<file path="config.mk">
export PLATFORM = sky130hd
export DESIGN_NAME = cwalm_alarm_regs
export DESIGN_NICKNAME = d
export VERILOG_FILES = /design/src/cwalm_field_cmp.v /design/src/cwalm_alarm_regs.v
export VERILOG_INCLUDE_DIRS = /design/src
export SDC_FILE = /design/constraint.sdc
export NUM_CORES = 1
export LEC_CHECK = 0
export CAP_MARGIN = 20
export CORE_ASPECT_RATIO = 0.7
export CORE_UTILIZATION = 28
export DETAILED_ROUTE_END_ITERATION = 16
export DONT_BUFFER_PORTS = 1
export PLACE_DENSITY_LB_ADDON = 0.12
export REMOVE_ABC_BUFFERS = 1
export SYNTH_ARGS = -nofsm -noshare
export SYNTH_HDL_FRONTEND = slang
export SYNTH_SLANG_ARGS = --single-unit
</file>
<file path="constraint.sdc">
create_clock -name sys_clk -period 3.5 [get_ports sys_clk]
set_input_delay 0.35 -clock sys_clk [delete_from_list [all_inputs] [get_ports sys_clk]]
set_output_delay 0.35 -clock sys_clk [all_outputs]
set_load 0.05 [all_outputs]
</file>
<file path="src/cwalm_defs.vh">
`ifndef CWALM_DEFS_VH
`define CWALM_DEFS_VH

// Register byte offsets
`define CWALM_OFS_LIVE 6'h00
`define CWALM_OFS_DATE_MATCH 6'h04
`define CWALM_OFS_DATE_LOAD 6'h08
`define CWALM_OFS_YEAR_LIVE 6'h0C
`define CWALM_OFS_YEAR_MATCH 6'h10
`define CWALM_OFS_YEAR_LOAD 6'h14
`define CWALM_OFS_IRQ_STAT 6'h18
`define CWALM_OFS_IRQ_MASK 6'h1C
`define CWALM_OFS_TICK_CTRL 6'h20

// Date word field positions
`define CWALM_SEC_HI 5
`define CWALM_SEC_LO 0
`define CWALM_MIN_HI 11
`define CWALM_MIN_LO 6
`define CWALM_HOUR_HI 16
`define CWALM_HOUR_LO 12
`define CWALM_WDAY_HI 19
`define CWALM_WDAY_LO 17
`define CWALM_MDAY_HI 24
`define CWALM_MDAY_LO 20
`define CWALM_MON_HI 28
`define CWALM_MON_LO 25
`define CWALM_DATE_BITS 29
`define CWALM_YEAR_BITS 14

// Field limits
`define CWALM_SEC_MAX 6'h3B
`define CWALM_HOUR_MAX 5'h17
`define CWALM_MON_MAX 4'hC

// Reset values
`define CWALM_DATE_LIVE_RST 29'h02120000
`define CWALM_YEAR_RST 14'h2000

// Interrupt status bits
`define CWALM_IRQ_ALARM 0
`define CWALM_IRQ_TIMER 1

`endif

</file>
<file path="src/cwalm_field_cmp.v">
`timescale 1ns/100ps
`include "cwalm_defs.vh"

// One alarm field compare with optional zero don't-care and max limit
module cwalm_field_cmp #(
    parameter W = 6,
    parameter [W-1:0] MAXV = {W{1'b1}},
    parameter ZERO_ANY = 0
) (
    // Field values
    input wire [W-1:0] alarmVal,
    input wire [W-1:0] liveVal,
    // Result
    output wire hit
);
    // Out-of-range codes never match; zero may mean don't care
    assign hit = (alarmVal > MAXV) ? 1'b0 :
        ((ZERO_ANY != 0) && (alarmVal == {W{1'b0}})) ? 1'b1 :
        (alarmVal == liveVal);
endmodule

</file>
<file path="src/cwalm_alarm_regs.v">
`timescale 1ns/100ps
`include "cwalm_defs.vh"

// How it works
// - Seconds alarm 0-59 compares; 60-63 never match
// - Minutes alarm 0-59 compares; 60-63 never match
// - Hours alarm 0-23 compares; 24-31 never match
// - Weekday alarm zero is don't care
// - Day-of-month alarm zero is don't care
// - Month alarm zero don't care; 13-15 never
// - Live year read-only BCD, resets 2000h
// - Year alarm BCD, resets 2000h, compared
// - Year load BCD field resets to zero
// - Compare after each increment, raise alarm
// - Combined interrupt ORs masked alarm and timer
module cwalm_alarm_regs (
    // Clock and reset
    input wire sys_clk,
    input wire rst,
    // Register port
    input wire [5:0] regAddr,
    input wire [31:0] regWdata,
    input wire regWr,
    input wire regRd,
    output reg [31:0] regRdata_r,
    // Calendar engine side
    input wire calTick,
    input wire [28:0] dateNext,
    input wire [13:0] yearNext,
    input wire timerIrq,
    output reg [28:0] dateLiveWord_r,
    output reg [13:0] yearLive_r,
    // Interrupts
    output reg alarmIrq_r,
    output reg combinedIrq_r
);
    reg [28:0] dateMatch_r;
    reg [28:0] dateLoad_r;
    reg [13:0] yearAlarm_r;
    reg [13:0] yearLoad_r;
    reg [1:0] irqStat_r;
    reg [1:0] irqMask_r;
    reg tickEn_r;
    reg cmpPend_r;
    reg [31:0] rdata_nxt;
    reg [1:0] irqStat_nxt;
    wire hitSec;
    wire hitMin;
    wire hitHour;
    wire hitWday;
    wire hitMday;
    wire hitMon;
    wire dateHit;
    wire yearHit;
    wire wrDateLoad;
    wire wrYearLoad;

    assign wrDateLoad = regWr && (regAddr == `CWALM_OFS_DATE_LOAD);
    assign wrYearLoad = regWr && (regAddr == `CWALM_OFS_YEAR_LOAD);

    // Field compares
    cwalm_field_cmp #(.W(6), .MAXV(`CWALM_SEC_MAX), .ZERO_ANY(0)) uSec (
        .alarmVal(dateMatch_r[`CWALM_SEC_HI:`CWALM_SEC_LO]),
        .liveVal(dateLiveWord_r[`CWALM_SEC_HI:`CWALM_SEC_LO]),
        .hit(hitSec)
    );
    cwalm_field_cmp #(.W(6), .MAXV(`CWALM_SEC_MAX), .ZERO_ANY(0)) uMin (
        .alarmVal(dateMatch_r[`CWALM_MIN_HI:`CWALM_MIN_LO]),
        .liveVal(dateLiveWord_r[`CWALM_MIN_HI:`CWALM_MIN_LO]),
        .hit(hitMin)
    );
    cwalm_field_cmp #(.W(5), .MAXV(`CWALM_HOUR_MAX), .ZERO_ANY(0)) uHour (
        .alarmVal(dateMatch_r[`CWALM_HOUR_HI:`CWALM_HOUR_LO]),
        .liveVal(dateLiveWord_r[`CWALM_HOUR_HI:`CWALM_HOUR_LO]),
        .hit(hitHour)
    );
    cwalm_field_cmp #(.W(3), .MAXV(3'h7), .ZERO_ANY(1)) uWday (
        .alarmVal(dateMatch_r[`CWALM_WDAY_HI:`CWALM_WDAY_LO]),
        .liveVal(dateLiveWord_r[`CWALM_WDAY_HI:`CWALM_WDAY_LO]),
        .hit(hitWday)
    );
    cwalm_field_cmp #(.W(5), .MAXV(5'h1F), .ZERO_ANY(1)) uMday (
        .alarmVal(dateMatch_r[`CWALM_MDAY_HI:`CWALM_MDAY_LO]),
        .liveVal(dateLiveWord_r[`CWALM_MDAY_HI:`CWALM_MDAY_LO]),
        .hit(hitMday)
    );
    cwalm_field_cmp #(.W(4), .MAXV(`CWALM_MON_MAX), .ZERO_ANY(1)) uMon (
        .alarmVal(dateMatch_r[`CWALM_MON_HI:`CWALM_MON_LO]),
        .liveVal(dateLiveWord_r[`CWALM_MON_HI:`CWALM_MON_LO]),
        .hit(hitMon)
    );

    // Whole date and year agreement
    assign dateHit = hitSec && hitMin && hitHour && hitWday && hitMday
        && hitMon;
    assign yearHit = (yearAlarm_r == yearLive_r);

    // Software-written registers
    always @(posedge sys_clk)
    begin
        if (rst)
        begin
            dateMatch_r <= 29'h0;
            dateLoad_r <= 29'h0;
            yearAlarm_r <= `CWALM_YEAR_RST;
            yearLoad_r <= 14'h0;
            irqMask_r <= 2'h0;
            tickEn_r <= 1'b0;
        end
        else if (regWr)
        begin
            case (regAddr)
                `CWALM_OFS_DATE_MATCH:
                    dateMatch_r <= regWdata[28:0];
                `CWALM_OFS_DATE_LOAD:
                    dateLoad_r <= regWdata[28:0];
                `CWALM_OFS_YEAR_MATCH:
                    yearAlarm_r <= regWdata[13:0];
                `CWALM_OFS_YEAR_LOAD:
                    yearLoad_r <= regWdata[13:0];
                `CWALM_OFS_IRQ_MASK:
                    irqMask_r <= regWdata[1:0];
                `CWALM_OFS_TICK_CTRL:
                    tickEn_r <= regWdata[0];
                default:
                    tickEn_r <= tickEn_r;
            endcase
        end
    end

    // Live calendar: load on write, else follow engine on tick while tick enable is set
    always @(posedge sys_clk)
    begin
        if (rst)
        begin
            dateLiveWord_r <= `CWALM_DATE_LIVE_RST;
            yearLive_r <= `CWALM_YEAR_RST;
            cmpPend_r <= 1'b0;
        end
        else
        begin
            if (wrDateLoad)
                dateLiveWord_r <= regWdata[28:0];
            else if (calTick && tickEn_r)
                dateLiveWord_r <= dateNext;
            if (wrYearLoad)
                yearLive_r <= regWdata[13:0];
            else if (calTick && tickEn_r)
                yearLive_r <= yearNext;
            // Compare one cycle after each increment
            cmpPend_r <= calTick && tickEn_r;
        end
    end

    // Sticky status: set beats write-one clear
    always @*
    begin
        irqStat_nxt = irqStat_r;
        if (regWr && (regAddr == `CWALM_OFS_IRQ_STAT))
            irqStat_nxt = irqStat_r & ~regWdata[1:0];
        if (cmpPend_r && dateHit && yearHit)
            irqStat_nxt[`CWALM_IRQ_ALARM] = 1'b1;
        if (timerIrq)
            irqStat_nxt[`CWALM_IRQ_TIMER] = 1'b1;
    end

    // Status and interrupt outputs
    always @(posedge sys_clk)
    begin
        if (rst)
        begin
            irqStat_r <= 2'h0;
            alarmIrq_r <= 1'b0;
            combinedIrq_r <= 1'b0;
        end
        else
        begin
            irqStat_r <= irqStat_nxt;
            alarmIrq_r <= irqStat_nxt[`CWALM_IRQ_ALARM]
                & irqMask_r[`CWALM_IRQ_ALARM];
            combinedIrq_r <= |(irqStat_nxt & irqMask_r);
        end
    end

    // Read mux, unmapped reads give zero
    always @*
    begin
        rdata_nxt = 32'h0;
        case (regAddr)
            `CWALM_OFS_LIVE:
                rdata_nxt = {3'h0, dateLiveWord_r};
            `CWALM_OFS_DATE_MATCH:
                rdata_nxt = {3'h0, dateMatch_r};
            `CWALM_OFS_DATE_LOAD:
                rdata_nxt = {3'h0, dateLoad_r};
            `CWALM_OFS_YEAR_LIVE:
                rdata_nxt = {18'h0, yearLive_r};
            `CWALM_OFS_YEAR_MATCH:
                rdata_nxt = {18'h0, yearAlarm_r};
            `CWALM_OFS_YEAR_LOAD:
                rdata_nxt = {18'h0, yearLoad_r};
            `CWALM_OFS_IRQ_STAT:
                rdata_nxt = {30'h0, irqStat_r};
            `CWALM_OFS_IRQ_MASK:
                rdata_nxt = {30'h0, irqMask_r};
            `CWALM_OFS_TICK_CTRL:
                rdata_nxt = {31'h0, tickEn_r};
            default:
                rdata_nxt = 32'h0;
        endcase
    end

    // Read data valid only the cycle after the strobe
    always @(posedge sys_clk)
    begin
        if (rst)
            regRdata_r <= 32'h0;
        else if (regRd)
            regRdata_r <= rdata_nxt;
        else
            regRdata_r <= 32'h0;
    end
endmodule

</file>
* After elaboration in Yosys (flattened, before gate mapping)
Index checks and enable logic that the tools add are counted. Widths: inputs -> output; s select.
Operators by class: bitwise gates (word level) 5, multiplexer cells 17, magnitude comparators 6, reductions and logical operators 25, equality and inequality tests 15
Operators by type and width (number):
- $pmux 29 s9 | 1
- $mux 29 | 2
- $mux 14 | 2
- $eq 6x5->1 const B | 4
- $eq 14x14->1 | 1
- $eq 6x4->1 const B | 2
- $eq 6x6->1 | 2
- $gt 6x6->1 const B | 2
- $reduce_and 2->1 | 6
- $logic_and 1x1->1 | 11
- $mux 1 | 11
- $eq 5x5->1 | 2
- $gt 5x5->1 const B | 2
- $eq 6x3->1 const B | 1
- $eq 6x6->1 const B | 1
- $logic_not 6->1 | 1
- $logic_not 5->1 | 1
- $and 2x2->2 | 2
- $eq 4x4->1 | 1
- $gt 4x4->1 const B | 1
- $logic_not 4->1 | 1
- $reduce_bool 2->1 | 2
- $reduce_or 2->1 | 2
- $eq 3x3->1 | 1
- other kinds (6) | 6
Word-level totals: flip-flop bits (word level) 169, output and inout port bits 77, word-level logic and storage cells 81

* Logic depth before layout (Yosys ltp)
Gate-level depths: netlist of the first run.
word-level depth 12, mapped depth 8, depth with buffers taken out 6

* Cells and area by module
Synthesis of the first run repeated with hierarchy kept, for this count alone.
Second synthesis, totals: cells, all modules 863, area, all modules 7265.7 µm²
By module, submodules not included:
- cwalm_alarm_regs | cells an instance 798, sequential area each 3323.2 µm², area an instance 6819.0 µm², instances 1
- cwalm_field_cmp at uMin ... | cells an instance 10, sequential area each 0.0 µm², area an instance 73.8 µm², instances 2
- cwalm_field_cmp at uWday | cells an instance 15, sequential area each 0.0 µm², area an instance 87.6 µm², instances 1
- cwalm_field_cmp at uHour | cells an instance 10, sequential area each 0.0 µm², area an instance 72.6 µm², instances 1
- cwalm_field_cmp at uMon | cells an instance 10, sequential area each 0.0 µm², area an instance 70.1 µm², instances 1
- cwalm_field_cmp at uMday | cells an instance 10, sequential area each 0.0 µm², area an instance 68.8 µm², instances 1

* Worst setup path after synthesis of the first run
Ideal clock, no wire load.
path type register -> register, start register dateLiveWord_r[19], end register combinedIrq_r, setup time 75 ps, arrival time 1949 ps, cell stages (with the launch flop) 8, period minus slack after synthesis 2024 ps, path slack 1476 ps, buffers on the path 1, cell sequence dfxtp_1 clkbuf_2 or3b_2 a21oi_1 a31oi_1 o22ai_1 a41oi_1 o21ai_0
On the way: word-level cells in the longest chain between the ends 11
RTL lines:
- from (decl) | line cwalm_alarm_regs.v:31 | output reg [28:0] dateLiveWord_r,
- from (signal assigned) | line cwalm_alarm_regs.v:136 | dateLiveWord_r <= `CWALM_DATE_LIVE_RST;
- from (signal assigned) | line cwalm_alarm_regs.v:143 | dateLiveWord_r <= regWdata[28:0];
- from (signal assigned) | line cwalm_alarm_regs.v:145 | dateLiveWord_r <= dateNext;
- $eq 3x3->1 | line cwalm_field_cmp.v:19 | (alarmVal == liveVal);
- $mux 1 | line cwalm_field_cmp.v:18 | ((ZERO_ANY != 0) && (alarmVal == {W{1'b0}})) ? 1'b1 :
- $mux 1 | line cwalm_field_cmp.v:17 | assign hit = (alarmVal > MAXV) ? 1'b0 :
- $logic_and 1x1->1 (2 in a row) | line cwalm_alarm_regs.v:94 | assign dateHit = hitSec && hitMin && hitHour && hitWday && hitMday
- $logic_and 1x1->1 | line cwalm_alarm_regs.v:95 | && hitMon;
- $logic_and 1x1->1 (2 in a row) | line cwalm_alarm_regs.v:161 | if (cmpPend_r && dateHit && yearHit)
- $mux 1 | line cwalm_alarm_regs.v:161
- $and 2x2->2 | line cwalm_alarm_regs.v:181 | combinedIrq_r <= |(irqStat_nxt & irqMask_r);
- $reduce_or 2->1 | line cwalm_alarm_regs.v:181
- to (signal assigned) | line cwalm_alarm_regs.v:181
- to (decl) | line cwalm_alarm_regs.v:35 | output reg combinedIrq_r
Every way passes these cells. A chain may end at the register's enable or synchronous reset.

* Final worst setup path of the first run
start register dateLiveWord_r[7], end register combinedIrq_r
On the way: word-level cells in the longest chain between the ends 12
RTL lines (line):
- $eq 6x6->1 | cwalm_field_cmp.v:19
- $mux 1 | cwalm_field_cmp.v:17
- $logic_and 1x1->1 (4 in a row) | cwalm_alarm_regs.v:94
- $logic_and 1x1->1 | cwalm_alarm_regs.v:95
- $logic_and 1x1->1 (2 in a row) | cwalm_alarm_regs.v:161
- $mux 1 | cwalm_alarm_regs.v:161
- $and 2x2->2 | cwalm_alarm_regs.v:181
- $reduce_or 2->1 | cwalm_alarm_regs.v:181
Every way passes these cells.

==> impl_metrics.csv, run 1 <==
group,metric,value,unit
run_status,outcome,"completed",
synthesis,synth_ff_type,"dfxtp_1",
grt,met3_usage,4.69,%
pwr,powerDensity,490,nW/um2
sta,hold_viol_final,0,
sta,fin_skew,11.5,ps
sta,worst_slack,1240,ps
sta,max_freq,0.442,GHz
synthesis,netlist_instances,847,
synthesis,synth_compound_area_share,16.8,%
synthesis,synthAdderAreaFrac,0,%
sta,fin_crit,2260,ps
detailed_routing,drt_iter0_drc,406,
critical_path,worst-path-max-fanout,4,
sta,setup_viol,0,
grt,met1_usage,30.1,%
floorplan,ios,164,
final_layout,layoutNonFillerInstCount,1172,
worst_hold_path,hold_path_class,"in -> reg",
pwr,cellLeakagePower,2.88,nW
final_layout,design_area,8220,um2
clocking,clockBufferDepth,2,
synthesis,muxShareOfSynthArea,9.38,%
sta,hold_slack,23.8,ps
synthesis,synth_cell_types,49,
synthesis,synth.area.top_cells,"dfxtp_1 46%, nand2_1 11%, a21oi_1 9.7%, mux2_2 6.3%, xor2_1 2.9%",
detailed_routing,postRouteWirelength,26600,um
detailed_routing,via_count,6055,
clocking,clk_pin_slew,70,ps
synthesis,ys_seq_area_share,46.1,%
synthesis,avgSynthCellArea,8.50,um2
clocking,clk_latency,440,ps
place,post-place-ws,1230,ps
critical_path,worst_setup_path_start_kind,"register",
synthesis,synthArstFlopShare,0,%
clocking,cts_made_buffers,17,
critical_path,worstSetupEndpointType,"register",
synthesis,synth_top_family_by_area,"simple AND/OR/NAND/NOR gates",
synthesis,synth_top_area_cell,"dfxtp_1",
synthesis,yosys_warnings,0,
final_layout,area_growth,14.1,%
floorplan,die-area,26400,um2
job,drv_cap,0,
sta,rsz0062_at_grt,"false",
floorplan,die_height,136,um
grt,grt_pass1_wl,39700,um
grt,antenna_found_initial,3,
place,gp_congestion,0.733,
floorplan,start_util,28.9,%
synthesis,yosys.area_share.simple,18.6,%
detailed_routing,viasPerCell,5.17,
synthesis,yosys.cell_count.top_type,"nand2_1",
detailed_routing,dr.pass1.iters,6,
clocking,cts.sinks,166,
place,dp_cells,1136,
final_layout,finalNetCount,920,
clocking,cts-htree-levels,4,
pwr,ir_drop,347,uV
detailed_routing,drc,0,
floorplan,fp-row-count,48,
sta,fin_tns_setup,0,ps
critical_path,crit_arrival,2620,ps
final_layout,fill_cells,2679,
grt,grt_max_degree,93,
place,placed_area,7550,um2
final_layout,fin_util,33.0,%
detailed_routing,ant_nets,0,
sta,relSlewSlack,45.0,%
sta,tightest_slew,824,ps
synthesis,synth_area,7200,um2
sta,finalMaxSlewViolations,0,
grt,grt_pass1_vias,6001,
place,port-buffer-count,0,
floorplan,die_x,194,um
detailed_routing,wl_per_cell,22.7,um
critical_path,cp.required,3860,ps
clocking,cts_tree,"built",
grt,grt_overflow,0,
clocking,clockRootBuffer,"clkbuf_16",
critical_path,path_class,"reg -> reg",
place,hpwl,16100,um
synthesis,yosysTopAreaCellShare,46.1,%
grt,top_usage_layer,"met2",
grt,use_met2,30.4,%
pwr,total_power,4.03,mW
final_layout,drive_gt1_share,13.6,%
grt,grt.total_usage,20.5,%
synthesis,netlist_top_cells_count,"210 x nand2_1, 166 x dfxtp_1, 139 x a21oi_1",
synthesis,synth_edf_count,0,
floorplan,core_area,24900,um2
sta,period_share,64.7,%
clocking,post_cts_resized,0,
synthesis,synth_xor_area_share,4.62,%
synthesis,ys_seq_elements,166,
[final timing paths]
kind / startpoint / end / slack (ps) / depth (start not counted)
hold reg to reg: yearLoad_r[10] / yearLoad_r[10] / 460 / 2
setup reg to reg: dateLiveWord_r[7] / combinedIrq_r / 1240 / 6
hold / removal: rst / yearLive_r[13] / 20 / 1
setup / recovery: dateLiveWord_r[7] / combinedIrq_r / 1240 / 6
[metal layers]
layer,vias up,routed length [um]
met1,2925,13500
met5,-,0
met3,11,1700
met4,0,157
met2,194,11200
li1,2925,-
[kinds of logic (layout without fill, tap and decap cells)]
group	after synthesis	after routing
flip-flops	166	166
AND/OR/NAND/NOR	312	312
buffers and inverters	68	65
AO/OA/AOI/OAI	202	202
other	1	4
multiplexers	60	60
XOR/XNOR	38	38
[cells in the final DEF, fill, tap and decap left out, types with 2 or more instances in the layout]
| cell | count |
|---|---|
| dfxtp_1 | 166 |
| inv_6 | 3 |
| a222oi_1 | 15 |
| a22oi_1 | 12 |
| nand2_2 | 2 |
| nand4_1 | 4 |
| mux2_2 | 40 |
| nor2_1 | 40 |
| clkinvlp_4 | 4 |
| mux4_2 | 2 |
| a21oi_1 | 139 |
| a41oi_1 | 2 |
| nand2_1 | 208 |
| a221oi_1 | 15 |
| conb_1 | 3 |
| nor4_1 | 7 |
| nand3_1 | 25 |
| nor4b_1 | 2 |
| a31oi_1 | 3 |
| o21ai_0 | 8 |
| xor2_1 | 24 |
| buf_12 | 3 |
| nand2b_1 | 6 |
| a21boi_0 | 2 |
| clkbuf_16 | 17 |
| buf_4 | 25 |
| nor3_1 | 3 |
| mux2i_1 | 18 |
| and2_1 | 2 |
| clkinv_2 | 2 |
| xnor2_1 | 14 |
| bufinv_16 | 3 |
| clkinv_4 | 2 |
| inv_1 | 3 |
[registers in the layout, indices dropped and copies added (netlist names)]
| register | flops |
|---|---|
| dateLoad_r | 29 |
| dateLiveWord_r | 29 |
| combinedIrq_r | 1 |
| irqMask_r | 2 |
| yearAlarm_r | 14 |
| irqStat_r | 2 |
| alarmIrq_r | 1 |
| dateMatch_r | 29 |
| yearLoad_r | 14 |
| yearLive_r | 14 |
| regRdata_r | 29 |
| cmpPend_r | 1 |
| tickEn_r | 1 |
[where the power goes]
group / total, mW / internal, mW / leakage [nW] / switching (mW)
registers: 1.91 / 1.90 / 1.34 / 0.0148
clock network: 2.01 / 1.15 / 0.289 / 0.858
logic: 0.109 / 0.0354 / 1.25 / 0.0732
[layout make-up]
class | instances | area [um2] | area share (%)
multi-input combinational | 615 | 3580 | 43.5
sequential | 166 | 3320 | 40.4
clock buffer | 18 | 439 | 5.34
tap | 325 | 407 | 4.95
timing repair buffer | 30 | 285 | 3.47
clock inverter | 14 | 174 | 2.12
inverter | 3 | 11.3 | 0.137
antenna | 1 | 2.50 | 0.0304
[critical path, cell delays in order (launching register included)]
cell	delay [ps]
dfxtp_1	760
xor2_1	220
nor4_1	460
nand4_1	230
nor2_1	130
a41oi_1	200
o21ai_0	190
[repair_timing]
action / 4_1_cts / 5_1_grt
hold buffers: 3 / 0
hold endpoints to repair: 92 / 0
buffers inserted: 0 / 0
No activity file was read; power rests on OpenSTA's default activity.
==> inputs of run 2 (changes only) <==
Clock period 3.5 ns to 2 ns, I/O delays scaled along.
==> impl_metrics.csv, run 2 (same netlist as run 1, synthesis figures left out) <==
group,metric,value,unit
floorplan,start_util,28.9,%
sta,fin_skew,11.4,ps
final_layout,finalNetCount,1044,
critical_path,cp.required,2380,ps
pwr,powerDensity,742,nW/um2
sta,hold_slack,26.6,ps
clocking,clk_latency,440,ps
critical_path,crit_top_cell,"buf_4",
job,drv_cap,0,
place,port-buffer-count,0,
detailed_routing,wl_per_cell,21.0,um
final_layout,fin_util,37.5,%
detailed_routing,dr.pass1.iters,7,
sta,max_freq,0.527,GHz
sta,fin_crit,1900,ps
critical_path,r2r_setup_slack,100,ps
floorplan,die_height,136,um
final_layout,multi_input_area,3610,um2
final_layout,drive_gt1_share,17.4,%
critical_path,crit_arrival,2280,ps
pwr,cellLeakagePower,3.58,nW
grt,grt_overflow,0,
worst_hold_path,hold_path_class,"in -> reg",
critical_path,worstRegToRegCells,8,
place,placed_area,7960,um2
worst_hold_path,whs_path_depth,3,
critical_path,worst-path-max-fanout,3,
detailed_routing,viasPerCell,5.06,
floorplan,ios,164,
final_layout,design_area,9350,um2
clocking,cts.sinks,166,
sta,fin_tns_setup,0,ps
worst_hold_path,hold_end,"tickEn_r",
detailed_routing,ant_nets,0,
run_status,outcome,"completed",
critical_path,rr_endpoint,"combinedIrq_r",
critical_path,rr_startpoint,"dateLiveWord_r[7]",
sta,relSlewSlack,63.3,%
grt,grt_pass1_wl,41200,um
sta,setup_viol,0,
clocking,clockRootBuffer,"clkbuf_16",
final_layout,mostFrequentLayoutCell,"nand2_1",
clocking,cts_tree,"built",
grt,antenna_found_initial,1,
sta,rsz0062_at_grt,"false",
grt,grt_pass1_vias,6575,
sta,worst_slack,103,ps
clocking,clockBufferDepth,2,
floorplan,core_area,24900,um2
pwr,ir_drop,562,uV
detailed_routing,drc,0,
final_layout,area_growth,29.9,%
detailed_routing,via_count,6561,
critical_path,crit_chain,"xor2_1, nor4_1, buf_4, nand4_1, nor2_1, a41oi_2, buf_4, o21ai_1",
floorplan,fp-row-count,48,
final_layout,fill_cells,2601,
critical_path,critical-path-slowest-cell,"nor4_1",
floorplan,die_x,194,um
place,post-place-ws,-99.8,ps
clocking,clk_pin_slew,70,ps
sta,hold_viol_final,0,
detailed_routing,drt_iter0_drc,400,
worst_hold_path,holdCritStartpoint,"regAddr[5]",
grt,grt.total_usage,21.0,%
final_layout,seqCellArea,3320,um2
sta,finalMaxSlewViolations,0,
critical_path,worst_setup_path_start_kind,"register",
place,hpwl,17200,um
sta,tightest_slew,550,ps
final_layout,final_cell_mix,"208 x nand2_1, 165 x dfxtp_1, 139 x a21oi_1, 74 x dlygate4sd3_1, 72 x buf_4",
detailed_routing,postRouteWirelength,27200,um
floorplan,die-area,26400,um2
clocking,cts-htree-levels,4,
grt,grt_max_degree,97,
place,gp_congestion,0.738,
critical_path,worstSetupEndpointType,"register",
critical_path,path_class,"reg -> reg",
critical_path,critPathMaxStageDelay,430,ps
sta,period_share,94.8,%
clocking,cts_made_buffers,17,
-- run 2: layer usage --
metal	GRT usage (%)	part of all wire [%]
met1	29.9	50
met2	31.4	43
met4	6.27	1.4
met5	0	0
met3	4.66	6.1
-- run 2: repair_timing --
item                                    in CTS  in global routing
gates resized for setup                      2                  8
hold buffers                                76                  0
pin swaps                                    0                  3
setup buffers                                0                  0
endpoints found under the setup margin       3                 24
hold endpoints to repair                   138                  0
-- run 2: area by class of cell --
cell class	instances	area share (%)
multi-input combinational	615	38.6
sequential	166	35.5
timing repair buffer	154	15.2
clock buffer	20	4.78
tap	325	4.35
clock inverter	12	1.36
inverter	3	0.120
antenna	1	0.0268
-- run 2: worst max path at each step --
stage	endpoint	slack, ps	startpoint
5_1_grt	yearAlarm_r[6]	7	regAddr[2]
6_report	combinedIrq_r	100	dateLiveWord_r[7]
4_1_cts	combinedIrq_r	80	dateMatch_r[12]
3_5_place_dp	combinedIrq_r	-100	dateLiveWord_r[12]
2_1_floorplan	dateLiveWord_r[17]	-570	regAddr[1]
3_3_place_gp	combinedIrq_r	-160	dateLiveWord_r[12]
-- run 2: report_power, final --
group,internal [mW],switching (mW)
clock network,1.87,1.46
registers,3.32,0.0105
logic,0.116,0.165
total,5.30,1.64
-- run 2: per-stage QoR --
stage          cells  power, mW
5_1_grt         1295       7.17
4_1_cts         1295       7.01
2_1_floorplan    784       3.51
3_3_place_gp    1187       3.56
3_5_place_dp    1187       3.56
6_report        1296       6.94
-- run 2: worst max-delay path: cells and delay by family (launching register included) --
family          cells  cell delay [ps]
buf+inv             2              350
simple gates        3              750
flops               1              330
xor+xnor            1              190
compound gates      2              230
